### src/logic/tdc_pkg.sv
// Package for the two-channel transfer controller: offsets, fields, types.
// Assumes an 8-bit internal I/O register port driven by the CPU core.
// Contract
// - Channel 0 destination address is 20 bits, memory or I/O space.
// - Channel 0 destination may be memory, I/O port or memory-mapped I/O; code offers only incrementing memory or a fixed I/O port address.
// - Byte counters are 16 bits and drop by one per byte moved.
// - Channel 1 memory address is 20 bits, source or destination.
// - Channel 1 I/O address is 16 bits, source or destination.
// - Count reaching zero at operation end clears that channel's enable.
// - Cleared enable stays zero until software writes a one.
// - Termination request is a level while channel disabled and irq enabled; code also gates term_irq with cpu_global_irq_flag.
// - One write may set irq enable and channel enable; transfers resume.
// - Non-maskable interrupt clears master enable, suspending both channels.
// - Channel 0 source address sits at 20H to 22H, low, high, bank.
package tdc_pkg;
    localparam logic [7:0] ADR_SRC0 = 8'h20;
    localparam logic [7:0] ADR_DST0 = 8'h23;
    localparam logic [7:0] ADR_CNT0 = 8'h26;
    localparam logic [7:0] ADR_MEM1 = 8'h28;
    localparam logic [7:0] ADR_IO1 = 8'h2B;
    localparam logic [7:0] ADR_CNT1 = 8'h2E;
    localparam logic [7:0] ADR_STAT = 8'h30;
    localparam logic [5:0] IO_PAGE_MASK = 6'h3F;
    // Status register fields
    localparam int STAT_RUN1 = 7;
    localparam int STAT_RUN0 = 6;
    localparam int STAT_WEN1 = 5;
    localparam int STAT_WEN0 = 4;
    localparam int STAT_IEN1 = 3;
    localparam int STAT_IEN0 = 2;
    localparam int STAT_MASTER = 0;
    localparam int BANK_BITS = 4;
    localparam logic [7:0] STAT_RESET = 8'h00;
    localparam logic [15:0] CNT_ZERO = 16'h0000;
    localparam logic [15:0] CNT_ONE = 16'h0001;
    localparam logic [19:0] MEM_STEP = 20'h00001;

    typedef struct packed {
        logic wr;
        logic rd;
        logic [7:0] addr;
        logic [7:0] wdata;
    } tdc_regreq_t;

    typedef struct packed {
        logic req;
        logic dst_io;
        logic [19:0] dst_addr;
        logic [19:0] src_addr;
    } tdc_xfer_t;

    typedef enum logic [2:0] {
        ST_IDLE = 3'b001,
        ST_CH0 = 3'b010,
        ST_CH1 = 3'b100
    } tdc_state_t;
endpackage

### src/logic/tdc_ctrl.sv
// Two-channel transfer controller: registers, enables, byte engine, request.
// Assumes CPU register port on same clock; bus done, requests and NMI are pins.
`timescale 1ns/1ps
module tdc_ctrl (
    // Clock and reset
    input wire logic clk,
    input wire logic rst,
    // CPU register port
    input wire tdc_pkg::tdc_regreq_t reg_req,
    output logic [7:0] reg_rdata,
    // External events
    input wire logic nmi_taken,
    input wire logic [1:0] xfer_request,
    input wire logic cpu_global_irq_flag,
    // Bus side
    input wire logic bus_done,
    output tdc_pkg::tdc_xfer_t xfer,
    output logic bus_hold,
    // Interrupt
    output logic [1:0] term_irq
);
    logic [2:0] pin_s;
    logic nmi_s;
    logic [1:0] dreq_s;
    logic bus_done_s;
    logic [19:0] ch0_source_address_q;
    logic [19:0] ch0_destination_address_q;
    logic [15:0] ch0_byte_count_q;
    logic [19:0] ch1_memory_address_q;
    logic [15:0] ch1_io_address_q;
    logic [15:0] ch1_byte_count_q;
    logic [1:0] run_enable_q;
    logic [1:0] channel_irq_enable_q;
    logic [1:0] dst_io_q;
    logic master_transfer_enable_q;
    tdc_pkg::tdc_state_t state_q;
    logic [7:0] off;
    logic [7:0] stat_rd;
    logic [7:0] rd_d;
    logic [1:0] go;
    logic byte_end;
    logic wr_stat;
    logic [1:0] fin;

    tdc_sync #(.W(3)) u_sync (
        .clk(clk),
        .rst(rst),
        .d({nmi_taken, xfer_request}),
        .q(pin_s)
    );
    assign nmi_s = pin_s[2];
    assign dreq_s = pin_s[1:0];

    tdc_sync #(.W(1)) u_sync_done (
        .clk(clk),
        .rst(rst),
        .d(bus_done),
        .q(bus_done_s)
    );

    assign off = {2'b00, reg_req.addr[5:0] & tdc_pkg::IO_PAGE_MASK};
    assign wr_stat = reg_req.wr && off == tdc_pkg::ADR_STAT;
    assign go[0] = run_enable_q[0] && master_transfer_enable_q && dreq_s[0];
    assign go[1] = run_enable_q[1] && master_transfer_enable_q && dreq_s[1];
    assign byte_end = bus_done_s && state_q != tdc_pkg::ST_IDLE;
    assign fin[0] = byte_end && state_q == tdc_pkg::ST_CH0 && ch0_byte_count_q == tdc_pkg::CNT_ONE;
    assign fin[1] = byte_end && state_q == tdc_pkg::ST_CH1 && ch1_byte_count_q == tdc_pkg::CNT_ONE;

    // Byte engine; master loss aborts after current byte
    always_ff @(posedge clk or posedge rst) begin
        if (rst) begin
            state_q <= tdc_pkg::ST_IDLE;
        end else begin
            unique case (state_q)
                tdc_pkg::ST_IDLE: begin
                    if (go[0] && !nmi_s) begin
                        state_q <= tdc_pkg::ST_CH0;
                    end else if (go[1] && !nmi_s) begin
                        state_q <= tdc_pkg::ST_CH1;
                    end
                end
                tdc_pkg::ST_CH0, tdc_pkg::ST_CH1: begin
                    if (bus_done_s) begin
                        state_q <= tdc_pkg::ST_IDLE;
                    end
                end
            endcase
        end
    end

    // Address registers, bank byte holds top bits
    always_ff @(posedge clk or posedge rst) begin
        if (rst) begin
            ch0_source_address_q <= '0;
            ch0_destination_address_q <= '0;
            ch1_memory_address_q <= '0;
            ch1_io_address_q <= '0;
            dst_io_q <= '0;
        end else begin
            // Increments first, so an unrelated write never drops a step
            if (byte_end && state_q == tdc_pkg::ST_CH0) begin
                ch0_source_address_q <= ch0_source_address_q + tdc_pkg::MEM_STEP;
                if (!dst_io_q[0]) begin
                    ch0_destination_address_q <= ch0_destination_address_q + tdc_pkg::MEM_STEP;
                end
            end
            if (byte_end && state_q == tdc_pkg::ST_CH1) begin
                ch1_memory_address_q <= ch1_memory_address_q + tdc_pkg::MEM_STEP;
            end
            if (reg_req.wr) begin
                unique case (off)
                    tdc_pkg::ADR_SRC0: ch0_source_address_q[7:0] <= reg_req.wdata;
                    tdc_pkg::ADR_SRC0 + 8'h01: begin
                        ch0_source_address_q[15:8] <= reg_req.wdata;
                    end
                    tdc_pkg::ADR_SRC0 + 8'h02: ch0_source_address_q[19:16] <= reg_req.wdata[3:0];
                    tdc_pkg::ADR_DST0: ch0_destination_address_q[7:0] <= reg_req.wdata;
                    tdc_pkg::ADR_DST0 + 8'h01: ch0_destination_address_q[15:8] <= reg_req.wdata;
                    tdc_pkg::ADR_DST0 + 8'h02: begin
                        ch0_destination_address_q[19:16] <= reg_req.wdata[3:0];
                    end
                    tdc_pkg::ADR_MEM1: ch1_memory_address_q[7:0] <= reg_req.wdata;
                    tdc_pkg::ADR_MEM1 + 8'h01: ch1_memory_address_q[15:8] <= reg_req.wdata;
                    tdc_pkg::ADR_MEM1 + 8'h02: ch1_memory_address_q[19:16] <= reg_req.wdata[3:0];
                    tdc_pkg::ADR_IO1: ch1_io_address_q[7:0] <= reg_req.wdata;
                    tdc_pkg::ADR_IO1 + 8'h01: ch1_io_address_q[15:8] <= reg_req.wdata;
                    tdc_pkg::ADR_STAT + 8'h01: dst_io_q <= reg_req.wdata[1:0];
                    default: ;
                endcase
            end
        end
    end

    // Byte counters, CPU write wins over decrement
    always_ff @(posedge clk or posedge rst) begin
        if (rst) begin
            ch0_byte_count_q <= tdc_pkg::CNT_ZERO;
            ch1_byte_count_q <= tdc_pkg::CNT_ZERO;
        end else begin
            if (reg_req.wr && off == tdc_pkg::ADR_CNT0) begin
                ch0_byte_count_q[7:0] <= reg_req.wdata;
            end else if (reg_req.wr && off == tdc_pkg::ADR_CNT0 + 8'h01) begin
                ch0_byte_count_q[15:8] <= reg_req.wdata;
            end else if (byte_end && state_q == tdc_pkg::ST_CH0) begin
                ch0_byte_count_q <= ch0_byte_count_q - tdc_pkg::CNT_ONE;
            end
            if (reg_req.wr && off == tdc_pkg::ADR_CNT1) begin
                ch1_byte_count_q[7:0] <= reg_req.wdata;
            end else if (reg_req.wr && off == tdc_pkg::ADR_CNT1 + 8'h01) begin
                ch1_byte_count_q[15:8] <= reg_req.wdata;
            end else if (byte_end && state_q == tdc_pkg::ST_CH1) begin
                ch1_byte_count_q <= ch1_byte_count_q - tdc_pkg::CNT_ONE;
            end
        end
    end

    // Channel enables: hardware only clears, write-enable bits gate run-enable writes; irq enables are written on every status write
    always_ff @(posedge clk or posedge rst) begin
        if (rst) begin
            run_enable_q <= '0;
            channel_irq_enable_q <= '0;
        end else begin
            for (int i = 0; i < 2; i++) begin
                if (fin[i]) begin
                    run_enable_q[i] <= 1'b0;
                end else if (wr_stat && !reg_req.wdata[tdc_pkg::STAT_WEN0 + i]) begin
                    run_enable_q[i] <= reg_req.wdata[tdc_pkg::STAT_RUN0 + i];
                end
            end
            if (wr_stat) begin
                channel_irq_enable_q <= reg_req.wdata[tdc_pkg::STAT_IEN1:tdc_pkg::STAT_IEN0];
            end
        end
    end

    // Master enable; NMI clear beats a set
    always_ff @(posedge clk or posedge rst) begin
        if (rst) begin
            master_transfer_enable_q <= 1'b0;
        end else if (nmi_s) begin
            master_transfer_enable_q <= 1'b0;
        end else if (wr_stat && reg_req.wdata[tdc_pkg::STAT_MASTER]) begin
            master_transfer_enable_q <= 1'b1;
        end
    end

    // Read mux and registered outputs
    assign stat_rd = {run_enable_q, 2'b11, channel_irq_enable_q, 1'b0, master_transfer_enable_q};
    always_comb begin
        rd_d = 8'h00;
        unique case (off)
            tdc_pkg::ADR_SRC0: rd_d = ch0_source_address_q[7:0];
            tdc_pkg::ADR_SRC0 + 8'h01: rd_d = ch0_source_address_q[15:8];
            tdc_pkg::ADR_SRC0 + 8'h02: rd_d = {4'h0, ch0_source_address_q[19:16]};
            tdc_pkg::ADR_DST0: rd_d = ch0_destination_address_q[7:0];
            tdc_pkg::ADR_DST0 + 8'h01: rd_d = ch0_destination_address_q[15:8];
            tdc_pkg::ADR_DST0 + 8'h02: rd_d = {4'h0, ch0_destination_address_q[19:16]};
            tdc_pkg::ADR_CNT0: rd_d = ch0_byte_count_q[7:0];
            tdc_pkg::ADR_CNT0 + 8'h01: rd_d = ch0_byte_count_q[15:8];
            tdc_pkg::ADR_MEM1: rd_d = ch1_memory_address_q[7:0];
            tdc_pkg::ADR_MEM1 + 8'h01: rd_d = ch1_memory_address_q[15:8];
            tdc_pkg::ADR_MEM1 + 8'h02: rd_d = {4'h0, ch1_memory_address_q[19:16]};
            tdc_pkg::ADR_IO1: rd_d = ch1_io_address_q[7:0];
            tdc_pkg::ADR_IO1 + 8'h01: rd_d = ch1_io_address_q[15:8];
            tdc_pkg::ADR_CNT1: rd_d = ch1_byte_count_q[7:0];
            tdc_pkg::ADR_CNT1 + 8'h01: rd_d = ch1_byte_count_q[15:8];
            tdc_pkg::ADR_STAT: rd_d = stat_rd;
            tdc_pkg::ADR_STAT + 8'h01: rd_d = {6'h00, dst_io_q};
            default: rd_d = 8'h00;
        endcase
    end

    always_ff @(posedge clk or posedge rst) begin
        if (rst) begin
            reg_rdata <= 8'h00;
            xfer <= '0;
            bus_hold <= 1'b0;
            term_irq <= '0;
        end else begin
            reg_rdata <= reg_req.rd ? rd_d : 8'h00;
            xfer.req <= state_q != tdc_pkg::ST_IDLE && !bus_done_s;
            xfer.dst_io <= state_q == tdc_pkg::ST_CH0 ? dst_io_q[0] : dst_io_q[1];
            xfer.dst_addr <= state_q == tdc_pkg::ST_CH1 ?
                (dst_io_q[1] ? {4'h0, ch1_io_address_q} : ch1_memory_address_q) :
                ch0_destination_address_q;
            xfer.src_addr <= state_q == tdc_pkg::ST_CH1 ?
                (dst_io_q[1] ? ch1_memory_address_q : {4'h0, ch1_io_address_q}) :
                ch0_source_address_q;
            bus_hold <= state_q != tdc_pkg::ST_IDLE;
            // Level request, taken by CPU when its global flag is set
            term_irq <= ~run_enable_q & channel_irq_enable_q
                & {2{cpu_global_irq_flag}};
        end
    end
endmodule

### src/logic/tdc_sync.sv
// Two-flop synchroniser for pin-level inputs.
// Assumes a single clock domain, async active-high reset.
`timescale 1ns/1ps
module tdc_sync #(
    parameter int W = 1
) (
    // Clock and reset
    input wire logic clk,
    input wire logic rst,
    // Data
    input wire logic [W-1:0] d,
    output logic [W-1:0] q
);
    logic [W-1:0] meta_q;

    always_ff @(posedge clk or posedge rst) begin
        if (rst) begin
            meta_q <= '0;
            q <= '0;
        end else begin
            meta_q <= d;
            q <= meta_q;
        end
    end
endmodule

### config.mk
export PLATFORM = sky130hd
export DESIGN_NAME = tdc_ctrl
export DESIGN_NICKNAME = d
export VERILOG_FILES = /design/src/logic/tdc_pkg.sv /design/src/logic/tdc_ctrl.sv /design/src/logic/tdc_sync.sv
export SDC_FILE = /design/constraint.sdc
export NUM_CORES = 1
export LEC_CHECK = 0
export ABC_CLOCK_PERIOD_IN_PS = 6400
export BUFFER_PORTS_ARGS = -buffer_cell sky130_fd_sc_hd__buf_2
export CORE_MARGIN = 5
export CORE_UTILIZATION = 55
export CTS_BUF_LIST = sky130_fd_sc_hd__clkbuf_4 sky130_fd_sc_hd__clkbuf_8 sky130_fd_sc_hd__clkbuf_16
export CTS_CLUSTER_SIZE = 14
export DETAILED_ROUTE_END_ITERATION = 10
export GPL_TIMING_DRIVEN = 0
export MAX_ROUTING_LAYER = met4
export PLACE_DENSITY = 0.76
export REMOVE_ABC_BUFFERS = 1
export SLEW_MARGIN = 25
export SYNTH_ARGS = -nofsm -noshare
export SYNTH_HDL_FRONTEND = slang
export SYNTH_HIERARCHICAL = 1
export SYNTH_SLANG_ARGS = --single-unit
### constraint.sdc
create_clock -name clk -period 6.4 [get_ports clk]
set_input_delay 0.96 -clock clk [delete_from_list [all_inputs] [get_ports clk]]
set_output_delay 0.96 -clock clk [all_outputs]
set_load 0.02 [all_outputs]
== Word-level counts from Yosys, hierarchy flattened ==
Index checks and enable logic that the tools add are counted.

* Bits of input ports: 25
* Flip-flop bits (word level): 179
* Memories: 0
* Latch bits: 0
* Output and inout bits: 53
* Memory bits (read-only): 0
* Logic and storage cells: 144
* RAM bits: 0

* Magnitude comparators: 0
* Divide/modulo/power cells: 0
* Equal/unequal tests: 27
* Multiply operators: 0
* Bitwise logic cells: 5
* Shift operators: 0
* Reduce and logical (&&, ||, !) cells: 40
* Mux-type cells: 41
* $add $sub $neg: 5

{| class="wikitable"
|+ Operators by type and width
! operator !! count
|-
| 20-bit two-way mux || 11
|-
| 8-bit case mux with 17 select lines || 1
|-
| 8-bit two-way mux || 13
|-
| 6-bit equality test (second input constant) || 17
|-
| 20-bit by 1-bit adder with 20-bit output (second input constant) || 3
|-
| 16-bit by 1-bit equality test with 1-bit output (second input constant) || 2
|-
| 16-bit two-way mux || 2
|-
| 16-bit by 1-bit subtractor with 16-bit output (second input constant) || 2
|-
| 1-bit logical AND || 20
|-
| 2-bit AND reduction || 8
|-
| 2-bit nonzero test || 7
|-
| 4-bit two-way mux || 3
|-
| 3-bit two-way mux || 3
|-
| 1-bit two-way mux || 7
|-
| 3-bit case mux with 2 select lines || 1
|-
| 2-bit bitwise AND || 2
|-
| 1-bit logical NOT || 4
|-
| 2-bit != test (second input constant) || 2
|-
| 3-bit by 1-bit equality test with 1-bit output (second input constant) || 1
|-
| 3-bit by 2-bit equality test with 1-bit output (second input constant) || 1
|-
| 3-bit equality test (second input constant) || 1
|-
| 3-bit by 1-bit != test with 1-bit output (second input constant) || 1
|-
| 3-bit != test (second input constant) || 1
|-
| 2-bit by 1-bit != test with 1-bit output (second input constant) || 1
|-
| other kinds (3) || 4
|}

== Logic depth before layout (Yosys ltp) ==
* Depth after elaboration: 6
* Gate-level depth with buffers: 7
* Gate-level depth less buffers: 7

== Hierarchy ==
Netlist, hierarchy kept.

{| class="wikitable"
|+ Modules (own cells, without submodules)
! module !! cells each !! sequential area each (µm²) !! instances !! area each (µm²)
|-
| tdc_ctrl || 1032 || 4280.4 || 1 || 9566.7
|-
| tdc_sync (u_sync) || 7 || 150.1 || 1 || 153.9
|-
| tdc_sync (u_sync_done) || 3 || 50.0 || 1 || 53.8
|}

== Worst setup path after synthesis ==
OpenSTA, ideal clock, no wires.

* Path kind: input -> register
* Start point: in reg_req[11] (netlist bit)
* End point: reg ch1_io_address_q[1]
* Setup time: 125 ps
* Arrival: 2568 ps
* Cell stages on the path: 6
* Path slack: 3707 ps
* Path buffers: 2
* Cell sequence: buf_2 inv_1 or4b_2 clkbuf_1 nor2_2 mux2_2

* Cells in the longest elaborated chain, start to end: 2

{| class="wikitable"
|+ RTL lines
! what !! line !! RTL
|-
| start: declaration || tdc_ctrl.sv:9 || <nowiki>input wire tdc_pkg::tdc_regreq_t reg_req,</nowiki>
|-
| 6-bit equality test || tdc_ctrl.sv:111 || <nowiki>unique case (off)</nowiki>
|-
| 2-bit AND reduction (no line) || - ||
|-
| end signal: assignment || tdc_ctrl.sv:125 || <nowiki>tdc_pkg::ADR_IO1: ch1_io_address_q[7:0] <= reg_req.wdata;</nowiki>
|-
| end: declaration || tdc_ctrl.sv:30 || <nowiki>logic [15:0] ch1_io_address_q;</nowiki>
|}

No other way between the ends.
A chain may end at the register's enable or synchronous reset.

== Final worst setup path ==
* Start point: in reg_req[9] (netlist bit)
* End point: reg ch1_byte_count_q[15]

* Cells in the longest elaborated chain, start to end: 4
* Elaborated cells on any way between the ends: 8
* Those cells by class: eq/ne: 2; mux: 1; bitwise: 1; reduce/logical: 4

{| class="wikitable"
|+ RTL lines
! what !! line !! RTL
|-
| 6-bit equality test, on equally long branches || tdc_ctrl.sv:149, tdc_ctrl.sv:147 ||
|-
| 1-bit logical AND, on equally long branches || tdc_ctrl.sv:149, tdc_ctrl.sv:147 ||
|-
| 2-bit nonzero test (no line) / 1-bit NOT (equally long branches) || - ||
|-
| 2-bit AND reduction (no line) || - ||
|-
| end signal: assignment || tdc_ctrl.sv:138 || <nowiki>ch1_byte_count_q <= tdc_pkg::CNT_ZERO;</nowiki>
|-
| end signal: assignment || tdc_ctrl.sv:150 || <nowiki>ch1_byte_count_q[15:8] <= reg_req.wdata;</nowiki>
|-
| end signal: assignment || tdc_ctrl.sv:152 || <nowiki>ch1_byte_count_q <= ch1_byte_count_q - tdc_pkg::CNT_ONE;</nowiki>
|-
| end: declaration || tdc_ctrl.sv:31 || <nowiki>logic [15:0] ch1_byte_count_q;</nowiki>
|}

Several ways; a longest one is shown, not always the timed one.

==> results by group <==
Run status
  – Status: completed

Setup path
  – Critical Path Slowest Stage Cell: buf_2
  – Worst-path cell chain: buf_2 > nand3_1 > nor2_1 > o21ai_1 > or4_1 > nand3_1
  – Worst Setup Path Type: in -> reg
  – Worst reg2reg startpoint: state_q[2]
  – Worst-path fanout max: 38
  – Most used cell, CP: nand3_1
  – FF-to-FF path depth: 5
  – Worst EP arrival: 3.96 ns
  – Crit. End Element: register
  – Startpoint types: primary input
  – FF-to-FF setup slack: 3.53 ns
  – Crit Reg-Reg Endpoint: ch1_memory_address_q[12]
  – Crit path largest cell delay: 0.72 ns
  – Crit path required time: 6.77 ns

Placed design
  – Final Wtd Congestion: 0.971
  – # port buffers: 75
  – Place WS: 2.43 ns
  – Hpwl dp: 19800 µm

Clocking
  – Clock root cell: clkbuf_16
  – PostCTS Resize Cnt: 0
  – Maximum root-to-sink buffer count: 2
  – Clk slew on worst S/H paths: 0.07 ns
  – CTS Buf Count: 17
  – Post-CTS Setup Bufs: 0
  – Worst skew pair latency: 0.44 ns
  – Clock tree sinks: 179
  – Hold Buf Count CTS: 0
  – H-tree depth: 4
  – CTS tree: built

Floorplan
  – Die X: 143 µm
  – # rows: 48
  – Starting density of the core: 0.563
  – Core Box Area: 17400 µm²
  – I/O Pins: 78
  – Die area: 20500 µm²
  – Die Y: 143 µm

Final layout
  – Most frequent cells in the layout: 177 x dfrtp_1, 119 x nand2_1, 103 x nor2_1
  – Area occupied by multi-input gates: 5010 µm²
  – Reg area: 4480 µm²
  – Diode count: 0
  – Commonest non-fill, non-tap cell in the layout: dfrtp_1
  – Fill cells: 1460
  – Area Overhead vs Synth: 10.8%
  – Share of layout cells above drive strength 1: 0.157
  – Fin util: 0.624
  – Fin nets: 1102

Drt
  – DR WL/cell: 22.7 µm
  – DRT iter0 DRCs: 1094
  – 1st-pass router iterations: 7
  – Routed wire length: 29600 µm
  – Post-route DRC: 0
  – DR vias/cell: 6.58
  – Detail Route Antenna Nets: 0
  – Vias: 8596

GRT
  – Overflow after GRT: 0
  – First-pass GRT wire length: 46200 µm
  – All-Layer GR Usage: 0.302
  – Largest net degree at the start of global routing: 97
  – Initial antenna violation count: 0
  – Met3 Use GR: 0.0579
  – Vias in the first global route: 8193
  – Met1 GRT Util: 0.412
  – Global routing's busiest layer: met2
  – Met2 GRT Util: 0.444

STA
  – Unrepaired setup endpoints after global routing: false
  – Max Freq: 278 MHz
  – Post-route setup TNS: 0 ns
  – Worst-margin pin slew: 1.10 ns
  – Final setup vio count: 0
  – Worst relative slew slack: 0.264
  – Worst clock skew: 0.0105 ns
  – Final worst-path cycle share: 0.561
  – Count of pins over their slew limit: 0
  – Clock period minus worst slack: 3.59 ns
  – Final hold violation count: 0
  – Worst setup margin: 2.81 ns

Yosys
  – Synth unique cells: 71
  – Ranking of synthesized cells by area: dfrtp_1 46%, nand2_1 4.6%, mux2i_1 4.5%, a21oi_1 4.2%, xor2_1 4.1%
  – Gate Count Post-Synth: 1042
  – FFs w/ async S/R, synth: 1.00
  – Post-synth EDFFs: 0
  – Top cell type's share of synthesized area: 0.456
  – Cell Area, Synth: 9770 µm²
  – Post-synth top flop: dfrtp_1
  – Yosys warning count: 6
  – Average cell area after synthesis: 9.38 µm²
  – Post-synthesis register bit count: 179
  – Synth area leader: dfrtp_1
  – Sequential share of the synthesized area: 0.458

Power
  – Worst vdd ir: 204 µV
  – P_leak: 4.38 nW
  – Pwr per Cell Area: 380 nW/µm²

Min path
  – Hold Path Cell Cnt: 0
  – Hold endpoint: u_sync/q[2]
  – Hold Crit Start: u_sync/meta_q[2]
  – Worst hold path class: reg -> reg

Job
  – Max cap viols: 0
-- report_power, final --
part	total [W]	switching, W	internal [W]
clock	0.00104	0.000458	0.000584
combinational	0.00126	0.000781	0.000480
sequential	0.00181	0.000381	0.00143
-- worst max-delay path by stage --
stage,startpoint,endpoint,slack (ns),cells after the start
2_1_floorplan,rst,bus_hold,0.81,1
3_3_place_gp,rst,xfer[36],-1.14,2
3_5_place_dp,reg_req[9],ch1_byte_count_q[15],2.43,6
4_1_cts,reg_req[9],ch1_byte_count_q[15],2.87,6
5_1_grt,reg_req[9],ch1_byte_count_q[15],2.55,6
6_report,reg_req[9],ch1_byte_count_q[15],2.81,6
-- synthesized netlist by cell type, types with 14 or more instances --
library cell	count
and3_1	15
mux2i_1	44
nor3_1	18
mux2_2	27
nand3_1	50
nand2_1	119
nor2_1	103
xnor2_1	24
xor2_1	46
dfrtp_1	178
a31oi_1	16
a21oi_1	82
inv_1	14
clkbuf_1	53
o21ai_0	71
nand4_1	21
a22oi_1	18
-- critical path, delay by kind of cell --
family                 cells  cell delay, ns
AO/OA/AOI/OAI              1            0.43
AND/OR/NAND/NOR            4            1.80
buffers and inverters      1            0.72
-- metal layers --
metal	vias to the layer above	share of wire
met1	4164	0.40
met5	-	0
met2	540	0.45
met4	0	0.045
li1	3798	-
met3	94	0.10
-- cell type report --
class	count	share of cell area
multi-input cells	781	0.463
flip-flops and latches	179	0.414
clock buffers	19	0.0407
repair buffers	77	0.0383
well taps	225	0.0260
clock inverters	12	0.0123
inverters	14	0.00555
-- stage by stage --
step / std cells / area [µm²] / total power (W) / hold WS (ns)
after detailed placement: 1276 / 10300 / 0.00306 / 0.339
after floorplan: 974 / 9500 / 0.00254 / 0.331
final: 1307 / 10800 / 0.00411 / 0.349
after global routing: 1307 / 10800 / 0.00431 / 0.363
after CTS: 1307 / 10800 / 0.00409 / 0.351
after global placement: 1274 / 10200 / 0.00301 / 0.333
-- flip-flops by register name (all words and copies together), names as in the netlist --
name / cells
term_irq: 2
u_sync_done/meta_q: 1
ch1_byte_count_q: 16
run_enable_q: 2
ch0_byte_count_q: 16
xfer: 42
ch0_source_address_q: 20
dst_io_q: 2
u_sync_done/q: 1
ch1_memory_address_q: 20
ch1_io_address_q: 16
u_sync/meta_q: 3
state_q: 3
ch0_destination_address_q: 20
u_sync/q: 3
bus_hold: 1
master_transfer_enable_q: 1
reg_rdata: 8
channel_irq_enable_q: 2
-- cell families (layout without fill, tap and decap cells) --
logic type,Yosys count,count (layout),share of synthesized area
AND/OR/NAND/NOR,391,391,0.201
AO/OA/AOI/OAI,235,235,0.143
flip-flops,179,179,0.458
buffers and inverters,82,122,0.0332
multiplexers,78,78,0.0923
XOR/XNOR,70,70,0.0627
adder cells (fa/ha/maj),7,7,0.00896
Power figures use the tool's default switching activity.
